### src/rtl/dsr_pkg.sv
package dsr_pkg;
  // oscillator sources feeding the cpu clock before sleep
  typedef enum logic [1:0] {CLK_HOCO, CLK_X1, CLK_EXT, CLK_SUB} cpu_clk_src_t;
  // sequencer states
  typedef enum logic [2:0] {ST_RESET, ST_RUN, ST_SLEEP, ST_WAKE, ST_VECTOR}
    seq_state_t;
  // timer a counting sources
  typedef enum logic [1:0] {TA_SRC_MAIN, TA_SRC_SUB, TA_SRC_LSOSC, TA_SRC_EVT}
    ta_src_t;
  localparam int CLK_MHZ = 100;
  localparam int WAKE_MIN_US = 20;
  localparam int WAKE_MIN_CYC = WAKE_MIN_US * CLK_MHZ;
  localparam int EXT_RST_MIN_US = 10;
  localparam int EXT_RST_MIN_CYC = EXT_RST_MIN_US * CLK_MHZ;
  localparam int ISR_LAT_CYC = 14;
  localparam int RST_PROC_CYC = 64;
  localparam int CNT_W = 16;
  localparam int NUM_IRQ = 32;
  localparam int NUM_RST_SRC = 8;
  localparam logic [31:0] START_ADDR_RST = 32'h0000_0000;
  // reset source indices inside the cause vector
  localparam int RS_EXT = 0;
  localparam int RS_WDT = 1;
  localparam int RS_POR = 2;
  localparam int RS_LVD = 3;
  localparam int RS_SOFT = 4;
  localparam int RS_PAR = 5;
  localparam int RS_ILL = 6;
  localparam int RS_OSC = 7;
endpackage : dsr_pkg

### src/rtl/dsr_wake_if.sv
`timescale 1ns/1ps
interface dsr_wake_if;
  logic start;
  logic [dsr_pkg::CNT_W-1:0] wait_cyc;
  logic done;
  modport ctl (output start, output wait_cyc, input done);
  modport tmr (input start, input wait_cyc, output done);
endinterface : dsr_wake_if

### src/rtl/dsr_wake_timer.sv
`timescale 1ns/1ps
module dsr_wake_timer
  import dsr_pkg::*;
(
  input wire logic i_clk,
  input wire logic i_rst,
  dsr_wake_if.tmr wk
);
  logic [CNT_W-1:0] cnt_ff; // remaining settle cycles
  logic busy_ff; // count in progress
  logic done_ff; // one-cycle completion pulse
  logic [CNT_W-1:0] nxt_cnt;
  logic nxt_busy;
  logic nxt_done;
  wire last = busy_ff && (cnt_ff <= CNT_W'(1));
  // start loads the count; done pulses when it runs out
  always_comb
  begin
    nxt_cnt = cnt_ff;
    nxt_busy = busy_ff;
    nxt_done = 1'b0;
    if (wk.start)
    begin
      nxt_cnt = wk.wait_cyc;
      nxt_busy = 1'b1;
    end
    else if (last)
    begin
      nxt_busy = 1'b0;
      nxt_done = 1'b1;
    end
    else if (busy_ff)
      nxt_cnt = cnt_ff - CNT_W'(1);
  end
  always_ff @(posedge i_clk)
  begin
    if (i_rst)
    begin
      cnt_ff <= '0;
      busy_ff <= 1'b0;
      done_ff <= 1'b0;
    end
    else
    begin
      cnt_ff <= nxt_cnt;
      busy_ff <= nxt_busy;
      done_ff <= nxt_done;
    end
  end
  assign wk.done = done_ff;
endmodule : dsr_wake_timer

### src/rtl/deep_sleep_and_reset_control.sv
// Functional notes
// - select bit set plus wait enters deep sleep; refused when running off the subclock
// - sleep keeps registers, ram, peripherals, io state
// - pending unmasked irq at wait wakes at once
// - sleep gates cpu clock, stops main oscillators
// - low speed osc runs per select/watchdog bits
// - timer a runs only in allowed modes
// - clock output runs on subclock, low-power bit 0
// - comparator runs only without digital filter
// - only spi and uart channels run, wake
// - i2c slave address match wakes device
// - transfer controller accepts triggers in sleep
// - wake, settle, vector or next instruction
// - release time at least 20us or settling
// - isr starts 14 clocks after irq valid
// - any reset ends sleep, restarts at vector
// - reset from pin, watchdog, por, lvd, parity...
// - system reset request bit gives internal reset
// - after reset run from program start address
// - reset stops oscillators, ignores ext clocks
// - reset port states: pullup pin, low output pin
`timescale 1ns/1ps
module deep_sleep_and_reset_control
  import dsr_pkg::*;
(
  input wire logic I_MCLK,
  input wire logic I_RESET,
  input wire logic i_deep_sleep_select,
  input wire logic i_wfi,
  input wire logic [NUM_IRQ-1:0] i_irq_req,
  input wire logic [NUM_IRQ-1:0] i_irq_mask,
  input wire logic i_irq_accept_en,
  input wire logic [1:0] i_cpu_clk_src,
  input wire logic i_pll_used,
  input wire logic [CNT_W-1:0] i_osc_settle_select,
  input wire logic [CNT_W-1:0] i_pll_lock_cyc,
  input wire logic i_subclock_lowspeed_select,
  input wire logic i_wdt_enable_option,
  input wire logic i_wdt_standby_run,
  input wire logic i_subclock_low_power,
  input wire logic i_sub_osc_on,
  input wire logic [1:0] i_timer_a_src,
  input wire logic i_timer_a_filter_en,
  input wire logic i_clkout_sub_src,
  input wire logic i_cmp_filter_en,
  input wire logic i_simple_spi_wake,
  input wire logic i_async_serial_wake,
  input wire logic i_i2c_addr_match,
  input wire logic i_dma_trigger,
  input wire logic i_external_reset_pin_n,
  input wire logic i_wdt_runaway,
  input wire logic i_por_det,
  input wire logic i_lvd_det,
  input wire logic i_system_reset_request,
  input wire logic i_ram_parity_err,
  input wire logic i_illegal_access,
  input wire logic i_osc_stop_det,
  output logic O_CPU_CLK_EN,
  output logic O_HIGH_SPEED_INTERNAL_OSC_EN,
  output logic O_CRYSTAL_MAIN_CLOCK_EN,
  output logic O_EXTERNAL_MAIN_CLOCK_EN,
  output logic O_CRYSTAL_SUB_CLOCK_EN,
  output logic O_EXTERNAL_SUB_CLOCK_EN,
  output logic O_LOW_SPEED_INTERNAL_OSC_EN,
  output logic O_RETAIN,
  output logic O_DEEP_SLEEP,
  output logic O_TIMER_A_RUN_EN,
  output logic O_CLKOUT_RUN_EN,
  output logic O_CMP_RUN_EN,
  output logic O_SERIAL_OTHER_EN,
  output logic O_DMA_TRIGGER,
  output logic O_IRQ_VECTOR,
  output logic O_RESUME_NEXT,
  output logic O_SYS_RESET,
  output logic [31:0] O_START_ADDR,
  output logic O_START_VALID,
  output logic [NUM_RST_SRC-1:0] O_RESET_CAUSE,
  output logic O_PULLED_UP_PORT_PIN_O,
  output logic O_PULLED_UP_PORT_PIN_OE,
  output logic O_RESET_OUTPUT_PORT_PIN_O,
  output logic O_RESET_OUTPUT_PORT_PIN_OE
);
  // pin synchronisers for the external reset pin
  logic rst_pin_s1_ff; // first stage, read by second only
  logic rst_pin_s2_ff; // synced pin level, active low
  logic [CNT_W-1:0] pin_lo_cnt_ff; // low-time counter for the pin
  logic ext_rst_ff; // external reset qualified by min low time
  logic [NUM_RST_SRC-1:0] cause_ff; // latched source of last reset
  logic [CNT_W-1:0] proc_cnt_ff; // reset processing counter
  logic [3:0] lat_cnt_ff; // interrupt latency counter
  logic vec_ff; // wake goes to isr versus next instruction
  seq_state_t state_ff;
  seq_state_t nxt_state;
  logic [CNT_W-1:0] nxt_proc_cnt;
  logic [3:0] nxt_lat_cnt;
  // registered outputs
  logic cpu_clk_en_ff, hoco_en_ff, x1_en_ff, ext_en_ff;
  logic xt_en_ff, exs_en_ff, lsosc_en_ff, sleep_ff;
  logic ta_en_ff, clko_en_ff, cmp_en_ff, ser_oth_en_ff, dma_ff;
  logic vector_ff, resume_ff, sys_rst_ff, start_valid_ff;
  logic pu_o_ff, pu_oe_ff;
  dsr_wake_if wk ();
  // settle-time timer lives in its own module
  dsr_wake_timer u_wake_timer (
    .i_clk(I_MCLK),
    .i_rst(I_RESET),
    .wk(wk)
  );
  // decode the pending unmasked interrupt and wake sources
  wire irq_pending = |(i_irq_req & ~i_irq_mask);
  wire wake_src = irq_pending
    | i_simple_spi_wake | i_async_serial_wake
    | i_i2c_addr_match;
  wire ext_pin_low = ~rst_pin_s2_ff;
  wire [NUM_RST_SRC-1:0] rst_src = {
    i_osc_stop_det, i_illegal_access, i_ram_parity_err,
    i_system_reset_request,
    i_lvd_det, i_por_det, i_wdt_runaway, ext_rst_ff};
  wire any_rst = |rst_src;
  // sleep is refused when running off the subclock; firmware owes us that
  wire main_clk = (cpu_clk_src_t'(i_cpu_clk_src) != CLK_SUB);
  wire sleep_req = i_wfi & i_deep_sleep_select & main_clk;
  wire in_sleep = (state_ff == ST_SLEEP);
  // release time: 20us floor, crystal may take longer, plus pll lock
  wire [CNT_W-1:0] min_wait = CNT_W'(WAKE_MIN_CYC);
  wire x1_src = (cpu_clk_src_t'(i_cpu_clk_src) == CLK_X1);
  wire [CNT_W-1:0] x1_wait = (i_osc_settle_select > min_wait) ?
    i_osc_settle_select : min_wait;
  wire [CNT_W-1:0] base_wait = x1_src ? x1_wait : min_wait;
  wire [CNT_W-1:0] pll_add = i_pll_used ? i_pll_lock_cyc : '0;
  assign wk.wait_cyc = base_wait + pll_add;
  // settle count starts on the edge that leaves sleep; reset wins
  assign wk.start = in_sleep && wake_src && !any_rst;
  // peripheral run permissions while asleep
  wire lsosc_run = i_subclock_lowspeed_select |
    (i_wdt_enable_option & i_wdt_standby_run);
  wire ta_ok = (ta_src_t'(i_timer_a_src) == TA_SRC_EVT &&
    !i_timer_a_filter_en) ||
    (ta_src_t'(i_timer_a_src) == TA_SRC_SUB && !i_subclock_low_power) ||
    (ta_src_t'(i_timer_a_src) == TA_SRC_LSOSC);
  wire clko_ok = i_clkout_sub_src & ~i_subclock_low_power;
  wire cmp_ok = ~i_cmp_filter_en;
  // two-flop synchroniser for the reset pin
  always_ff @(posedge I_MCLK)
  begin
    rst_pin_s1_ff <= i_external_reset_pin_n;
    rst_pin_s2_ff <= rst_pin_s1_ff;
  end
  // pin must stay low the minimum time before it counts as a reset
  always_ff @(posedge I_MCLK)
  begin
    if (I_RESET || !ext_pin_low)
      pin_lo_cnt_ff <= '0;
    else if (pin_lo_cnt_ff != CNT_W'(EXT_RST_MIN_CYC))
      pin_lo_cnt_ff <= pin_lo_cnt_ff + CNT_W'(1);
  end
  always_ff @(posedge I_MCLK)
  begin
    if (I_RESET)
      ext_rst_ff <= 1'b0;
    else
      ext_rst_ff <= ext_pin_low &&
        (pin_lo_cnt_ff == CNT_W'(EXT_RST_MIN_CYC));
  end
  // sequencer next state
  always_comb
  begin
    nxt_state = state_ff;
    nxt_proc_cnt = proc_cnt_ff;
    nxt_lat_cnt = lat_cnt_ff;
    case (state_ff)
      ST_RESET:
      begin
        // hold while any source stands, then run the processing delay
        if (any_rst)
          nxt_proc_cnt = CNT_W'(RST_PROC_CYC);
        else if (proc_cnt_ff == '0)
          nxt_state = ST_RUN;
        else
          nxt_proc_cnt = proc_cnt_ff - CNT_W'(1);
      end
      ST_RUN:
      begin
        if (sleep_req)
          nxt_state = ST_SLEEP;
      end
      ST_SLEEP:
      begin
        if (wake_src)
          nxt_state = ST_WAKE;
      end
      ST_WAKE:
      begin
        if (wk.done)
        begin
          nxt_state = ST_VECTOR;
          nxt_lat_cnt = 4'(ISR_LAT_CYC);
        end
      end
      ST_VECTOR:
      begin
        if (lat_cnt_ff <= 4'(1))
          nxt_state = ST_RUN;
        else
          nxt_lat_cnt = lat_cnt_ff - 4'(1);
      end
      default:
        nxt_state = ST_RESET;
    endcase
    if (any_rst)
    begin
      nxt_state = ST_RESET;
      nxt_proc_cnt = CNT_W'(RST_PROC_CYC);
    end
  end
  // sequencer registers
  always_ff @(posedge I_MCLK)
  begin
    if (I_RESET)
    begin
      state_ff <= ST_RESET;
      proc_cnt_ff <= CNT_W'(RST_PROC_CYC);
      lat_cnt_ff <= '0;
    end
    else
    begin
      state_ff <= nxt_state;
      proc_cnt_ff <= nxt_proc_cnt;
      lat_cnt_ff <= nxt_lat_cnt;
    end
  end
  // remember the reset cause and the interrupt acceptance at wake
  always_ff @(posedge I_MCLK)
  begin
    if (I_RESET)
    begin
      cause_ff <= '0;
      vec_ff <= 1'b0;
    end
    else
    begin
      if (any_rst)
        cause_ff <= rst_src;
      if (in_sleep && wake_src)
        vec_ff <= i_irq_accept_en & irq_pending;
    end
  end
  // clock gating and run permissions
  wire in_rst = (nxt_state == ST_RESET);
  wire asleep = (nxt_state == ST_SLEEP);
  wire main_run = ~in_rst & ~asleep;
  wire src_hoco = (cpu_clk_src_t'(i_cpu_clk_src) == CLK_HOCO);
  wire src_ext = (cpu_clk_src_t'(i_cpu_clk_src) == CLK_EXT);
  wire pu_drive = ~(rst_src[RS_EXT] | rst_src[RS_POR]);
  always_ff @(posedge I_MCLK)
  begin
    if (I_RESET)
    begin
      cpu_clk_en_ff <= 1'b0;
      hoco_en_ff <= 1'b0;
      x1_en_ff <= 1'b0;
      ext_en_ff <= 1'b0;
      xt_en_ff <= 1'b0;
      exs_en_ff <= 1'b0;
      lsosc_en_ff <= 1'b0;
      sleep_ff <= 1'b0;
    end
    else
    begin
      cpu_clk_en_ff <= (nxt_state == ST_RUN) ||
        (nxt_state == ST_VECTOR);
      hoco_en_ff <= main_run && (src_hoco || state_ff == ST_RESET);
      x1_en_ff <= main_run && x1_src;
      ext_en_ff <= main_run && src_ext;
      // subclock keeps its prior state in sleep
      xt_en_ff <= ~in_rst & (asleep ? xt_en_ff : i_sub_osc_on);
      exs_en_ff <= ~in_rst & (asleep ? exs_en_ff : i_sub_osc_on);
      lsosc_en_ff <= ~in_rst & (~asleep | lsosc_run);
      sleep_ff <= asleep;
    end
  end
  // peripheral enables and event outputs
  always_ff @(posedge I_MCLK)
  begin
    if (I_RESET)
    begin
      ta_en_ff <= 1'b0;
      clko_en_ff <= 1'b0;
      cmp_en_ff <= 1'b0;
      ser_oth_en_ff <= 1'b0;
      dma_ff <= 1'b0;
      vector_ff <= 1'b0;
      resume_ff <= 1'b0;
      sys_rst_ff <= 1'b1;
      start_valid_ff <= 1'b0;
      pu_o_ff <= 1'b0;
      pu_oe_ff <= 1'b0;
    end
    else
    begin
      ta_en_ff <= main_run | (asleep & ta_ok);
      clko_en_ff <= main_run | (asleep & clko_ok);
      cmp_en_ff <= main_run | (asleep & cmp_ok);
      ser_oth_en_ff <= main_run;
      dma_ff <= ~in_rst & i_dma_trigger;
      vector_ff <= (state_ff == ST_VECTOR) && (nxt_state == ST_RUN) &&
        vec_ff;
      resume_ff <= (state_ff == ST_VECTOR) && (nxt_state == ST_RUN) &&
        !vec_ff;
      sys_rst_ff <= in_rst;
      start_valid_ff <= (state_ff == ST_RESET) &&
        (nxt_state == ST_RUN);
      if (any_rst)
      begin
        pu_o_ff <= pu_drive;
        pu_oe_ff <= pu_drive;
      end
    end
  end
  assign O_CPU_CLK_EN = cpu_clk_en_ff;
  assign O_HIGH_SPEED_INTERNAL_OSC_EN = hoco_en_ff;
  assign O_CRYSTAL_MAIN_CLOCK_EN = x1_en_ff;
  assign O_EXTERNAL_MAIN_CLOCK_EN = ext_en_ff;
  assign O_CRYSTAL_SUB_CLOCK_EN = xt_en_ff;
  assign O_EXTERNAL_SUB_CLOCK_EN = exs_en_ff;
  assign O_LOW_SPEED_INTERNAL_OSC_EN = lsosc_en_ff;
  assign O_RETAIN = sleep_ff; // state held, not reset, while asleep
  assign O_DEEP_SLEEP = sleep_ff;
  assign O_TIMER_A_RUN_EN = ta_en_ff;
  assign O_CLKOUT_RUN_EN = clko_en_ff;
  assign O_CMP_RUN_EN = cmp_en_ff;
  assign O_SERIAL_OTHER_EN = ser_oth_en_ff;
  assign O_DMA_TRIGGER = dma_ff;
  assign O_IRQ_VECTOR = vector_ff;
  assign O_RESUME_NEXT = resume_ff;
  assign O_SYS_RESET = sys_rst_ff;
  assign O_START_ADDR = START_ADDR_RST;
  assign O_START_VALID = start_valid_ff;
  assign O_RESET_CAUSE = cause_ff;
  assign O_PULLED_UP_PORT_PIN_O = pu_o_ff;
  assign O_PULLED_UP_PORT_PIN_OE = pu_oe_ff;
  // reset output pin always drives low from reset onward
  assign O_RESET_OUTPUT_PORT_PIN_O = 1'b0;
  assign O_RESET_OUTPUT_PORT_PIN_OE = 1'b1;
endmodule : deep_sleep_and_reset_control

### config.mk
export PLATFORM = sky130hd
export DESIGN_NAME = deep_sleep_and_reset_control
export DESIGN_NICKNAME = d
export VERILOG_FILES = /design/src/rtl/dsr_pkg.sv /design/src/rtl/dsr_wake_if.sv /design/src/rtl/dsr_wake_timer.sv /design/src/rtl/deep_sleep_and_reset_control.sv
export SDC_FILE = /design/constraint.sdc
export NUM_CORES = 1
export LEC_CHECK = 0
export BUFFER_PORTS_ARGS = -buffer_cell sky130_fd_sc_hd__buf_2
export CORE_UTILIZATION = 25
export CTS_BUF_LIST = sky130_fd_sc_hd__clkbuf_8 sky130_fd_sc_hd__clkbuf_16
export DETAILED_ROUTE_END_ITERATION = 8
export SLEW_MARGIN = 20
export SYNTH_ARGS = -nofsm -noshare
export SYNTH_HDL_FRONTEND = slang
export SYNTH_SLANG_ARGS = --single-unit
### constraint.sdc
create_clock -name I_MCLK -period 4.4 [get_ports I_MCLK]
set_input_delay 0.88 -clock I_MCLK [delete_from_list [all_inputs] [get_ports I_MCLK]]
set_output_delay 0.88 -clock I_MCLK [all_outputs]
set_load 0.02 [all_outputs]
==> impl_results.md <==
- Type of origin of the critical path: input port
- Compound-gate portion of the synthesized area: about an eighth
- Last weighted congestion value of the routability-driven placer: a little under 0.8
- Number of design-rule violations left by the first detailed-router iteration: around 130
- Multi-input gate area in the final layout: ~3100 sq um
- Source-to-sink clock delay at the later pin of the worst-skew pair: 340 ps
- Pin count of the biggest net entering global routing: 25
- Synth cell types: 57
- RR Startpoint: u_wake_timer.cnt_ff[8]
- Worst IR Drop VDD: 0.000212 V
- Register area share after synthesis: about a third
- Mux contribution to synthesized area: around 1.4%
- Adder-cell area share of the yosys netlist: 5.71%
- Number of maximum-capacitance constraint violations: 0
- Post-synthesis cell area: 5170 sq um
- Post CTS Setup Buffer Count: 0
- Crit-path max FO: 3
- Fraction of layout instances using a drive strength above 1: between 20% and 30%
- Final hold violation count: 0
- Required arrival time at the worst endpoint: about 4700 ps
- Final-layout fill cell count: 2169
- Average via count per standard cell: 4.30
- Achievable frequency: around 0.26 GHz
- Most frequently used flop master after synthesis: sky130_fd_sc_hd__dfxtp_1
- Critical Setup Path Class: in2reg
- Setup Total Neg Slack: 0 ps
- Cell at the root of the clock tree: sky130_fd_sc_hd__clkbuf_16
- H-tree depth: 3
- Final critical-path setup slack: about 500 ps
- Family of cells with the greatest summed delay on the critical path: compound AO/OA/AOI/OAI gates
- Register area: approximately 1700 sq um
- Final period utilization: about nine tenths
- Worst setup path startpoint: i_osc_settle_select[0]
- WL final: 12100 um
- Clock skew: approximately 8.7 ps
- Path type of the worst min-delay path: reg2reg
- Combinational family with the most area after synthesis: simple AND/OR/NAND/NOR gates
- Number of enable flip-flop cells after synthesis: 0
- Cell Chain, Critical Path: buf_2 -> or4_1 -> a21oi_1 -> nor3_1 -> o31a_1 -> and2_1 -> ha_1 -> inv_1 -> fa_1 -> nor2b_1 -> o31ai_1 -> a21oi_1 -> o41ai_2 -> o21ai_0 -> and3_1 -> nor4_1
- Die span in x: 146 um
- Power per unit of standard cell area: slightly below 300 nW/um^2
- Drt pass-1 iters: 4
- Post-Place Setup Slack: 73.5 ps
- Yosys warnings: 0
- Xor/xnor cell area share of the yosys netlist: under 10%
- Aggregate global-route resource usage: roughly 12%
- Placed insts: around 1.1k
- Leading area contributor after synthesis: sky130_fd_sc_hd__dfxtp_1
- Buffers from clock root to sink, at most: 2
- Per-cell routed wire length: approximately 11 um
- Crit-path slowest cell: sky130_fd_sc_hd__or4_1
- Post-detailed-route DRC marker count: 0
- Worst Setup End Kind: flip-flop
- Slew HR: 45.1%
- Area of the core region: 20200 sq um
- Min-Delay Startpoint: rst_pin_s1_ff
- Final cell count without fillers: roughly 1.1k
- Share of synthesized flip-flops with an asynchronous set or reset: 0%
- TritonCTS clock tree: built
- Delay contributed by the slowest stage of the critical path: between 500 and 600 ps
- Post-route ant nets: 0
- Crit path buffers/inverters: 2
- Cells taking the most area after synthesis: sky130_fd_sc_hd__dfxtp_1 34%, sky130_fd_sc_hd__nor2_1 6.3%, sky130_fd_sc_hd__ha_1 5.3%
- Global-route wire length before repair: 19900 um
- Area delta synth->final: 25.5%
- Routed via count: about 4.6k
- Setup repair after global routing missed its margin: no
- Dominant cell type by count on the critical path: sky130_fd_sc_hd__a21oi_1
- Result of the run: finished clean
- Initial Util: between 20% and 30%
- Leakage power summed over all cells: ~2.8 nW
- Number of antenna diodes: 0
- Detailed placer's ending HPWL: roughly 9700 um
- GRT Residual Overflow: 0
- DIE AREA: about 21000 sq um
- Mean instance size in the synthesized netlist: between 8 and 9 sq um
- Total setup violations reported at the end of the flow: 0
- Number of sinks on the clock net: 87
- Flops & latches, synth: 87
- Leading cell types in the layout, fill and taps excluded: 153 x sky130_fd_sc_hd__buf_2, 87 x sky130_fd_sc_hd__dfxtp_1, 87 x sky130_fd_sc_hd__nor2_1
- Max-slew violation total from the final report: 0
- Most common cell after layout, fill and taps aside: sky130_fd_sc_hd__buf_2
- Clock buffers created by TritonCTS: 9
- Initial antenna violation count: 0
- Clock transition at the registers of the reported paths: 60 ps
- Share of Yosys cell area claimed by the top area cell type: about a third
- Number of global-route vias before repair: about 4.2k
- Height of the chip: roughly 150 um
- Simple logic cell fraction of the synthesized area: about 29%
- Final period demand of the worst path: around 3900 ps
- Worst Tran Pin Value: a little over 800 ps
- Instance count of the mapped netlist: 637
- Port Buf Inserts: around 150
- Overall power: 1.92 mW
- Row count: 52
- I/O pins: 188
- Worst path arrival time: between 4000 and 5000 ps
- Net count reported at finish: between 900 and 1k
==> per-stage QoR <==
step / hold WS [ps] / utilization, % / area [sq um]
finish: 329 / 32.1 / 6490
global route: 348 / 32.1 / 6490
CTS: 332 / 32.1 / 6490
detailed placement: 318 / 30.3 / 6140
global placement: 312 / 30.3 / 6140
floorplan: 310 / - / 5300
==> layer usage <==
| layer | wire length [um] | vias to the layer above | global-route usage (%) |
|---|---|---|---|
| met4 | 96 | 0 | 2.68 |
| li1 | - | 2446 | - |
| met5 | 0 | - | 0 |
| met2 | 5400 | 122 | 18.3 |
| met3 | 608 | 8 | 2.70 |
| met1 | 6020 | 2007 | 15.6 |
==> repair_timing <==
item                                    in CTS  in global routing
hold buffers                                 0                  0
gates resized for setup                      0                  1
endpoints found under the setup margin       0                  1
==> synthesized netlist by cell type, drive strengths merged, types with 4 or more instances <==
library cell	number
mux2i	6
or4	8
or3	8
clkbuf	13
nand2b	37
xor2	25
and2	29
dfxtp	87
and3	5
nor3	21
nand4	10
o21ai	21
a211oi	14
o2111ai	8
nor2	87
nand3	17
ha	22
nor4	11
a21oi	29
nand2	37
a31oi	4
nor2b	4
inv	28
xnor2	27
buf	37
==> registers in the layout, summed over array words and instances (netlist names), 3 cells and up <==
signal / cells
O_RESET_CAUSE: 8
lat_cnt_ff: 4
proc_cnt_ff: 16
state_ff: 3
pin_lo_cnt_ff: 16
u_wake_timer.cnt_ff: 16
==> worst reg2reg max path, cell delays in order, from the launching register on <==
cell	delay, ps
sky130_fd_sc_hd__dfxtp_1	350
sky130_fd_sc_hd__or4_4	560
sky130_fd_sc_hd__or4_4	450
sky130_fd_sc_hd__o31a_1	460
sky130_fd_sc_hd__and4_1	280
sky130_fd_sc_hd__xor2_1	130
sky130_fd_sc_hd__nor2_1	50
sky130_fd_sc_hd__a211oi_1	220
==> power by group <==
group	internal [mW]	total, mW	switching, mW
clock	0.563	0.894	0.331
sequential	0.793	0.797	0.00370
combinational	0.101	0.227	0.126
==> worst paths after layout <==
path | end | slack, ps | cells past startpoint
worst max-delay path | u_wake_timer.cnt_ff[14] | 500 | 16
worst min-delay path | rst_pin_s2_ff | 330 | 0
worst max register to register | u_wake_timer.cnt_ff[6] | 1820 | 7
worst min register to register | rst_pin_s2_ff | 330 | 0
==> cell families (layout without fill, tap and decap cells) <==
family | Yosys count | count (layout)
AND/OR/NAND/NOR | 288 | 288
buffers and inverters | 78 | 206
XOR/XNOR | 52 | 52
multiplexers | 7 | 7
adder cells (fa/ha/maj) | 23 | 23
AO/OA/AOI/OAI | 100 | 100
other | 2 | 34
flip-flops | 87 | 87
==> final cells by class <==
class / count / share of cell area [%]
repair buffers: 162 / 12.8
clock buffers: 9 / 3.47
clock inverters: 7 / 1.95
inverters: 28 / 1.62
flip-flops and latches: 87 / 26.8
well taps: 270 / 5.20
multi-input cells: 504 / 48.1
No activity file was read; power rests on OpenSTA's default activity.
